**config.mk**
```make
export PLATFORM = sky130hd
export DESIGN_NAME = afs_ctrl
export DESIGN_NICKNAME = d
export VERILOG_FILES = /design/src/hdl/afs_pkg.sv /design/src/hdl/afs_mem.sv /design/src/hdl/afs_ctrl.sv
export SDC_FILE = /design/constraint.sdc
export NUM_CORES = 1
export LEC_CHECK = 0
export BUFFER_PORTS_ARGS = -buffer_cell sky130_fd_sc_hd__buf_2
export CAP_MARGIN = 0
export CORE_MARGIN = 4
export CORE_UTILIZATION = 40
export CTS_BUF_LIST = sky130_fd_sc_hd__clkbuf_4 sky130_fd_sc_hd__clkbuf_8 sky130_fd_sc_hd__clkbuf_16
export DETAILED_ROUTE_END_ITERATION = 10
export SETUP_SLACK_MARGIN = 0.4
export SYNTH_ARGS = -nofsm -noshare
export SYNTH_HDL_FRONTEND = slang
export SYNTH_HIERARCHICAL = 1
export SYNTH_SLANG_ARGS = --single-unit
```
**constraint.sdc**
```tcl
create_clock -name clk -period 5.5 [get_ports clk]
set_input_delay 0.275 -clock clk [delete_from_list [all_inputs] [get_ports clk]]
set_output_delay 0.275 -clock clk [all_outputs]
set_load 0.05 [all_outputs]
```
**src/hdl/afs_pkg.sv**
```systemverilog
// Constants and types of the audio FIFO start and DMA request block
package afs_pkg;
    localparam int AFS_AW = 8;
    localparam int AFS_DW = 32;
    localparam int AFS_PW = 3;
    localparam int AFS_DEPTH = 6;
    // Register offsets
    localparam logic [7:0] AFS_ADDR_CTRL = 8'h90;
    localparam logic [7:0] AFS_ADDR_STAT = 8'h94;
    localparam logic [7:0] AFS_ADDR_CLR = 8'h98;
    localparam logic [7:0] AFS_ADDR_EN = 8'h9c;
    localparam logic [7:0] AFS_ADDR_DMA = 8'h9f;
    localparam logic [2:0][7:0] AFS_ADDR_TX = {8'ha8, 8'ha4, 8'ha0};
    localparam logic [1:0][7:0] AFS_ADDR_RX = {8'hb4, 8'hb0};
    // Control fields: tx resets [2:0], rx resets [4:3], tick period [10:8]
    localparam int AFS_CTRL_W = 11;
    localparam int AFS_CTRL_TXRST = 0;
    localparam int AFS_CTRL_RXRST = 3;
    localparam int AFS_CTRL_PER = 8;
    localparam logic [10:0] AFS_CTRL_RST = 11'h21f;
    // Status bits
    localparam int AFS_ST_W = 6;
    localparam int AFS_ST_RX1 = 0;
    localparam int AFS_ST_TX1 = 4;
    localparam int AFS_ST_TICK = 5;
    // DMA source select bits
    localparam int AFS_DMA_A = 0;
    localparam int AFS_DMA_B = 1;
    localparam logic [1:0] AFS_DMA_RST = 2'h0;

    typedef enum logic [2:0] {
        AFS_TX_RESET = 3'b001,
        AFS_TX_HELD = 3'b010,
        AFS_TX_RUN = 3'b100
    } afs_tx_e;

    typedef struct packed {
        afs_tx_e st;
        logic [2:0] wp;
        logic [2:0] rp;
        logic [2:0] cnt;
        logic pre;
    } afs_txf_s;

    typedef struct packed {
        logic [2:0] wp;
        logic [2:0] rp;
        logic [2:0] cnt;
    } afs_rxf_s;

    typedef struct packed {
        logic [7:0] addr;
        logic [31:0] wdata;
        logic wr;
        logic rd;
    } afs_bus_s;

    // Advance a ring pointer with wrap at the last slot
    function automatic logic [2:0] afs_next_ptr(logic [2:0] p, logic [2:0] last);
        afs_next_ptr = (p == last) ? 3'h0 : 3'(p + 3'h1);
    endfunction : afs_next_ptr
endpackage : afs_pkg

```
**src/hdl/afs_mem.sv**
```systemverilog
// Sample storage of one audio FIFO with registered read data
`timescale 1ns/1ps
`default_nettype none
module afs_mem #(
    parameter int W = 32,
    parameter int DEPTH = 6
) (
    input wire logic clk,
    input wire logic we,
    input wire logic [2:0] waddr,
    input wire logic [W-1:0] wdata,
    input wire logic re,
    input wire logic [2:0] raddr,
    input wire logic rzero,
    output logic [W-1:0] rdata
);
    logic [W-1:0] mem [DEPTH];

    // Three address bits reach at most eight slots
    if (DEPTH < 1 || DEPTH > 8 || W < 1) begin : g_bad_param
        $error("afs_mem: DEPTH must be 1..8 and W at least 1");
    end

    // Write port, and read port that can return a silent sample
    always_ff @(posedge clk) begin
        if (we) begin
            mem[waddr] <= wdata;
        end
        if (re) begin
            rdata <= rzero ? '0 : mem[raddr];
        end
    end
endmodule : afs_mem
`default_nettype wire

```
**src/hdl/afs_ctrl.sv**
```systemverilog
// Audio FIFO start control, FIFO flags, audio tick and DMA request routing
`timescale 1ns/1ps
`default_nettype none
// Behaviour
// Released tx FIFO waits, one sample preset
// First write starts tx, level adds one
// Each FIFO stores at most six samples
// Rx FIFOs leave reset only by software
// Periodic audio tick interrupt starts processing
// Software start order: tx, rx, tick
// Software keeps tick write jitter bounded
// Request b: rx2 full or tx3 empty
// Request a: rx2 full or tx3 empty
// Both requests offered to either channel
// Source select bits 1:0, reset zero
// Rx full flags clear on port read
// Tx empty flags clear on FIFO write
// Requests follow their condition as levels
module afs_ctrl #(
    parameter int W = afs_pkg::AFS_DW,
    parameter int DEPTH = afs_pkg::AFS_DEPTH
) (
    input wire logic clk,
    input wire logic rst,
    input wire logic [7:0] reg_addr,
    input wire logic [31:0] reg_wdata,
    input wire logic reg_wr,
    input wire logic reg_rd,
    output logic [31:0] reg_rdata,
    input wire logic [2:0] tx_take,
    output logic [2:0] tx_sample_valid,
    output logic [2:0][W-1:0] tx_sample,
    input wire logic [1:0] rx_put,
    input wire logic [1:0][W-1:0] rx_sample,
    input wire logic sample_strobe,
    output logic irq,
    output logic dma_request_a,
    output logic dma_request_b
);
    if (DEPTH < 2 || DEPTH > 7 || W < 1 || W > 32) begin : g_bad_param
        $error("afs_ctrl: DEPTH must be 2..7 and W 1..32");
    end

    localparam logic [2:0] LAST = 3'(DEPTH - 1);
    localparam logic [2:0] FULL = 3'(DEPTH);

    typedef struct packed {
        afs_pkg::afs_txf_s [2:0] tx;
        afs_pkg::afs_rxf_s [1:0] rx;
        logic [afs_pkg::AFS_CTRL_W-1:0] ctrl;
        logic [1:0] dma;
        logic [afs_pkg::AFS_ST_W-1:0] stat;
        logic [afs_pkg::AFS_ST_W-1:0] en;
        logic [2:0] tick_cnt;
        logic [2:0] tvld;
        logic [1:0] rsel;
        logic [31:0] rdata;
    } afs_state_s;

    afs_state_s q;
    afs_state_s d;
    afs_pkg::afs_bus_s bus;

    logic [2:0] tx_we;
    logic [2:0] tx_re;
    logic [2:0] tx_rz;
    logic [2:0][2:0] tx_wa;
    logic [2:0][2:0] tx_ra;
    logic [1:0] rx_we;
    logic [1:0] rx_re;
    logic [1:0] rx_rz;
    logic [1:0][2:0] rx_wa;
    logic [1:0][2:0] rx_ra;
    logic [1:0][W-1:0] rx_rd;

    assign bus = '{addr: reg_addr, wdata: reg_wdata, wr: reg_wr, rd: reg_rd};

    // Sample storage, one memory per FIFO
    for (genvar g = 0; g < 3; g++) begin : g_txm
        afs_mem #(.W(W), .DEPTH(DEPTH)) u_mem (
            .clk(clk),
            .we(tx_we[g]),
            .waddr(tx_wa[g]),
            .wdata(bus.wdata[W-1:0]),
            .re(tx_re[g]),
            .raddr(tx_ra[g]),
            .rzero(tx_rz[g]),
            .rdata(tx_sample[g])
        );
    end
    for (genvar g = 0; g < 2; g++) begin : g_rxm
        afs_mem #(.W(W), .DEPTH(DEPTH)) u_mem (
            .clk(clk),
            .we(rx_we[g]),
            .waddr(rx_wa[g]),
            .wdata(rx_sample[g]),
            .re(rx_re[g]),
            .raddr(rx_ra[g]),
            .rzero(rx_rz[g]),
            .rdata(rx_rd[g])
        );
    end

    // Next state of the whole block
    always_comb begin
        logic [afs_pkg::AFS_ST_W-1:0] set;
        logic [afs_pkg::AFS_ST_W-1:0] clr;
        logic push;
        logic pop;
        logic [2:0] per;
        set = '0;
        clr = '0;
        push = 1'b0;
        pop = 1'b0;
        per = 3'h0;
        d = q;
        d.tvld = 3'h0;
        d.rsel = 2'h0;
        tx_we = '0;
        tx_re = '0;
        tx_rz = '0;
        tx_wa = '0;
        tx_ra = '0;
        rx_we = '0;
        rx_re = '0;
        rx_rz = '0;
        rx_wa = '0;
        rx_ra = '0;

        // Register writes; unmapped and read-only offsets are ignored
        if (bus.wr) begin
            case (bus.addr)
                afs_pkg::AFS_ADDR_CTRL: d.ctrl = bus.wdata[afs_pkg::AFS_CTRL_W-1:0];
                afs_pkg::AFS_ADDR_EN: d.en = bus.wdata[afs_pkg::AFS_ST_W-1:0];
                afs_pkg::AFS_ADDR_CLR: clr = bus.wdata[afs_pkg::AFS_ST_W-1:0];
                afs_pkg::AFS_ADDR_DMA: d.dma = bus.wdata[1:0];
                default: d.dma = d.dma;
            endcase
        end

        // Register reads; receive ports are answered by their memory
        if (bus.rd) begin
            case (bus.addr)
                afs_pkg::AFS_ADDR_CTRL: d.rdata = 32'(q.ctrl);
                afs_pkg::AFS_ADDR_STAT: d.rdata = 32'(q.stat);
                afs_pkg::AFS_ADDR_EN: d.rdata = 32'(q.en);
                afs_pkg::AFS_ADDR_DMA: d.rdata = 32'(q.dma);
                default: d.rdata = 32'h0;
            endcase
        end

        // Transmit FIFOs
        for (int i = 0; i < 3; i++) begin
            push = bus.wr && (bus.addr == afs_pkg::AFS_ADDR_TX[i]);
            pop = 1'b0;
            case (q.tx[i].st)
                afs_pkg::AFS_TX_RESET: begin
                    if (!q.ctrl[afs_pkg::AFS_CTRL_TXRST + i]) begin
                        d.tx[i].st = afs_pkg::AFS_TX_HELD;
                    end
                    push = 1'b0;
                end
                afs_pkg::AFS_TX_HELD: begin
                    if (push) begin
                        d.tx[i].st = afs_pkg::AFS_TX_RUN;
                    end
                end
                afs_pkg::AFS_TX_RUN: begin
                    pop = tx_take[i];
                    if (tx_take[i] && (q.tx[i].cnt <= 3'h1)) begin
                        set[afs_pkg::AFS_ST_TX1 - i] = 1'b1; // drained or underrun
                    end
                end
                default: d.tx[i].st = afs_pkg::AFS_TX_RESET;
            endcase
            if (push) begin
                clr[afs_pkg::AFS_ST_TX1 - i] = 1'b1;
            end
            push = push && (q.tx[i].cnt != FULL);
            tx_we[i] = push;
            tx_wa[i] = q.tx[i].wp;
            tx_re[i] = pop;
            tx_ra[i] = q.tx[i].rp;
            tx_rz[i] = q.tx[i].pre || (q.tx[i].cnt == 3'h0);
            d.tvld[i] = pop;
            pop = pop && (q.tx[i].cnt != 3'h0);
            if (push) begin
                d.tx[i].wp = afs_pkg::afs_next_ptr(q.tx[i].wp, LAST);
            end
            if (pop) begin
                d.tx[i].rp = afs_pkg::afs_next_ptr(q.tx[i].rp, LAST);
                d.tx[i].pre = 1'b0;
            end
            if (push && !pop) begin
                d.tx[i].cnt = 3'(q.tx[i].cnt + 3'h1);
            end else if (pop && !push) begin
                d.tx[i].cnt = 3'(q.tx[i].cnt - 3'h1);
            end
            // Software reset presets one silent sample at the head
            if (q.ctrl[afs_pkg::AFS_CTRL_TXRST + i]) begin
                d.tx[i] = '{st: afs_pkg::AFS_TX_RESET, wp: 3'h1, rp: 3'h0,
                            cnt: 3'h1, pre: 1'b1};
            end
        end

        // Receive FIFOs
        for (int i = 0; i < 2; i++) begin
            pop = bus.rd && (bus.addr == afs_pkg::AFS_ADDR_RX[i]);
            d.rsel[i] = pop;
            rx_re[i] = pop;
            rx_ra[i] = q.rx[i].rp;
            rx_rz[i] = (q.rx[i].cnt == 3'h0);
            if (pop) begin
                clr[afs_pkg::AFS_ST_RX1 + i] = 1'b1;
            end
            pop = pop && (q.rx[i].cnt != 3'h0);
            push = rx_put[i] && (q.rx[i].cnt != FULL);
            rx_we[i] = push;
            rx_wa[i] = q.rx[i].wp;
            if (push && (q.rx[i].cnt == LAST) && !pop) begin
                set[afs_pkg::AFS_ST_RX1 + i] = 1'b1;
            end
            if (push) begin
                d.rx[i].wp = afs_pkg::afs_next_ptr(q.rx[i].wp, LAST);
            end
            if (pop) begin
                d.rx[i].rp = afs_pkg::afs_next_ptr(q.rx[i].rp, LAST);
            end
            if (push && !pop) begin
                d.rx[i].cnt = 3'(q.rx[i].cnt + 3'h1);
            end else if (pop && !push) begin
                d.rx[i].cnt = 3'(q.rx[i].cnt - 3'h1);
            end
            // No automatic release: held empty until software clears the bit
            if (q.ctrl[afs_pkg::AFS_CTRL_RXRST + i]) begin
                d.rx[i] = '0;
                rx_we[i] = 1'b0;
                set[afs_pkg::AFS_ST_RX1 + i] = 1'b0;
            end
        end

        // Audio tick every programmed number of sample periods
        per = q.ctrl[afs_pkg::AFS_CTRL_PER +: 3];
        if (sample_strobe) begin
            if (3'(q.tick_cnt + 3'h1) >= per) begin
                d.tick_cnt = 3'h0;
                set[afs_pkg::AFS_ST_TICK] = 1'b1;
            end else begin
                d.tick_cnt = 3'(q.tick_cnt + 3'h1);
            end
        end

        // Sticky status, a set in the clearing cycle wins
        d.stat = (q.stat & ~clr) | set;
    end

    // State register
    always_ff @(posedge clk) begin
        if (rst) begin
            q <= '{tx: {3{afs_pkg::afs_txf_s'{st: afs_pkg::AFS_TX_RESET, wp: 3'h1,
                        rp: 3'h0, cnt: 3'h1, pre: 1'b1}}},
                   rx: '0, ctrl: afs_pkg::AFS_CTRL_RST, dma: afs_pkg::AFS_DMA_RST,
                   stat: '0, en: '0, tick_cnt: 3'h0, tvld: 3'h0, rsel: 2'h0,
                   rdata: 32'h0};
        end else begin
            q <= d;
        end
    end

    // Read data, sample strobes and interrupt
    assign reg_rdata = q.rsel[0] ? 32'(rx_rd[0]) : (q.rsel[1] ? 32'(rx_rd[1]) : q.rdata);
    assign tx_sample_valid = q.tvld;
    assign irq = |(q.stat & q.en);

    // DMA requests as levels, free for either DMA channel
    assign dma_request_b = q.dma[afs_pkg::AFS_DMA_B]
        ? (q.tx[2].st == afs_pkg::AFS_TX_RUN && q.tx[2].cnt == 3'h0)
        : (q.rx[1].cnt == FULL); // see see
    assign dma_request_a = q.dma[afs_pkg::AFS_DMA_A]
        ? (q.tx[2].st == afs_pkg::AFS_TX_RUN && q.tx[2].cnt == 3'h0)
        : (q.rx[1].cnt == FULL); // see see
endmodule : afs_ctrl
`default_nettype wire

```
==> flow_metrics.tcl <==
set metrics [dict create \
    synth_compound_area_share_pct 6.59 \
    fin_crit_ns 3.22 \
    nets 3227 \
    utilization_pct 47.1 \
    instances_no_fill 4729 \
    rsz0062_at_grt "no" \
    holdCritStartpoint "reg_wdata[6]" \
    place_inst 4405 \
    tightest_slew_ns 1.22 \
    required_ns 5.22 \
    synthArstFlopShare_pct 0 \
    antenna_left 0 \
    clk_pin_slew_worst_paths_ns 0.07 \
    wirelength_um 108000 \
    die_h_um 351 \
    syn_nets 2861 \
    die_area_mm2 0.123 \
    dr.first_iter.drc_count 1942 \
    synthCells 2722 \
    final_max_slew_viol_count 0 \
    coreArea_mm2 0.116 \
    cts_root_buffer "clkbuf_16" \
    maxCapViolCount 0 \
    crit_path_end_kind "output pin" \
    ir_drop_uv 301 \
    finalHoldViolations 0 \
    cp-start-kind "flop" \
    pre_cts_slack_ns 2.41 \
    grt_max_degree 68 \
    yosysTopAreaCell "edfxtp_1" \
    r2r_start "q[110]$_SDFFE_PP1P_" \
    synth_edf_count 1120 \
    final_common_cell "edfxtp_1" \
    start_util_pct 40.4 \
    finalCritPeriodShare_pct 58.6 \
    wl_per_cell_um 22.9 \
    fp.dieW_um 351 \
    p_per_area_mw_per_mm2 338 \
    grt_pass1_wl_um 159000 \
    yosysTopAreaCellShare_pct 71.6 \
    arrival_ns 2.95 \
    hp-class "input pin to flop" \
    grt_overflow 0 \
    worstSetupPathType "flop to output pin" \
    clock_latency_ns 0.72 \
    seq_area_frac_synth_pct 75.9 \
    antenna_found_initial 19 \
    leakage_nw 16.6 \
    setup_viol 0 \
    status "finished, final reports clean" \
    grt_usage_pct 17.3 \
    synth_seq_cells 1221 \
    post_cts_resized 0 \
    dr.pass1.iters 5 \
    worst-path-max-fanout 21 \
    worst_slack_ns 2.28 \
    final_cell_mix "edfxtp_1, mux2i_1, buf_2" \
    cts.sinks 1221 \
    cts_buffers 120 \
    cts.htree.levels 3 \
    vias 24910 \
    avgViaCountPerCell 5.27 \
    core.rowCount 125 \
    drcViolationCount 0 \
    drive_gt1_share_pct 17.9 \
    gp_congestion 0.830 \
    synthTopCellsByArea "edfxtp_1, mux2i_1, dfxtp_1" \
    critPathLaunch "q[33]$_SDFF_PP0_" \
    tns_ns 0 \
    clock_path_buffers 3 \
    synth-main-ff-cell "edfxtp_1" \
    io_buffers 247 \
    synthAdderAreaFrac_pct 0.697 \
    ys_types 60 \
    cts_tree "built" \
    fmax_mhz 310 \
    ios 248 \
    grt_pass1_vias 25044 \
    skew_ns 0.0331 \
    synth_top_family_by_area "multiplexers" \
    synth-simple-area-share_pct 3.72 \
    syn_area_mm2 0.0470 \
    hpwl_um 65400 \
    avgSynthCellArea_um2 17.3 \
    yosysWarnings 6 \
    areaGrowthSynthToFinish_pct 16.6 \
    synthXorXnorAreaFrac_pct 0.391 \
    worst_hold_slack_ns 0.0368 \
    slew_headroom_pct 19.0 \
    synth_mux_area_share_pct 10.9 \
]
==> worst paths after layout <==
path	slack, ns	to	cells after the start
hold reg to reg	0.44	q[83]$_SDFFE_PP1P_	2
hold / removal	0.04	g_txm[0].u_mem/mem[1][6]$_DFFE_PP_	1
setup / recovery	2.28	reg_rdata[31]	3
setup reg to reg	2.86	g_txm[2].u_mem/mem[4][27]$_DFFE_PP_	7
==> layer usage <==
| layer | vias up | wire length, µm | GRT usage (%) |
|---|---|---|---|
| met5 | - | 69 | 0 |
| met4 | 12 | 2710 | 4.88 |
| met3 | 182 | 8020 | 4.67 |
| met2 | 711 | 52900 | 29.5 |
| met1 | 12564 | 44400 | 21.7 |
| li1 | 11441 | - | - |
==> synthesized netlist by cell type, types with 4 or more instances <==
master	count
ha_1	23
and3_1	5
buf_2	54
xor2_1	18
dfxtp_1	101
or3_4	6
buf_1	12
a22o_1	22
buf_6	25
clkbuf_1	41
nand2_1	83
a211oi_1	5
nand3b_1	7
nor3_1	25
o22a_1	160
nor2_1	79
or2_2	5
or3_1	11
nor4_1	5
o31ai_1	7
nand3_1	15
o211ai_1	5
o21ai_0	29
nor2b_1	8
edfxtp_1	1120
nand4_1	9
o21ai_1	163
a22oi_1	14
mux2i_1	509
nand2b_1	38
a21oi_1	40
and2_1	4
nor4_2	5
inv_1	21
or3b_2	6
mux2_2	4
==> cells by family (layout without fill, tap and decap cells) <==
kind of cell,count (synthesis),count (layout)
XOR/XNOR,21,21
AO/OA/AOI/OAI,458,458
other,0,12
AND/OR/NAND/NOR,328,328
adder cells (fa/ha/maj),25,25
buffers and inverters,156,627
multiplexers,513,513
flip-flops,1221,1221
==> metrics by stage <==
step           total power, W  instance area, µm²
2_1_floorplan          0.0103               47000
3_3_place_gp           0.0105               49900
3_5_place_dp           0.0105               49900
4_1_cts                0.0187               54800
5_1_grt                0.0192               54800
6_report               0.0186               54800
==> report_power, final <==
group          internal (W)  total [W]  switching, W
clock               0.00472    0.00817       0.00346
combinational     0.0000858   0.000274      0.000188
sequential           0.0101     0.0101    0.00000396
total                0.0149     0.0186       0.00365
==> worst max-delay path, cell delays in order (launching register included) <==
cell	delay (ns)
dfxtp_1	0.75
nor2b_2	0.85
a22o_1	0.33
buf_2	0.30
==> flip-flops by register name, indices dropped and copies added, names as in the netlist <==
signal and flops:
g_txm.u_mem/mem 576, g_rxm.u_mem/mem 384, g_txm.u_mem/rdata 96, tx_sample_valid 3
q 98, g_rxm.u_mem/rdata 64
==> final cells by class <==
class | instances | area (µm²)
antenna | 12 | 30.0
clock buffer | 149 | 3320
clock inverter | 78 | 746
fill | 9836 | 61500
inverter | 21 | 78.8
multi-input combinational | 1345 | 10600
sequential | 1221 | 35700
tap | 1524 | 1910
timing repair buffer | 379 | 2440
==> what timing repair did <==
action,in CTS,in global routing
setup buffers,0,0
hold endpoints to repair,570,0
setup endpoints to repair,0,0
hold buffers,85,0
(Power assumes the default switching activity.)
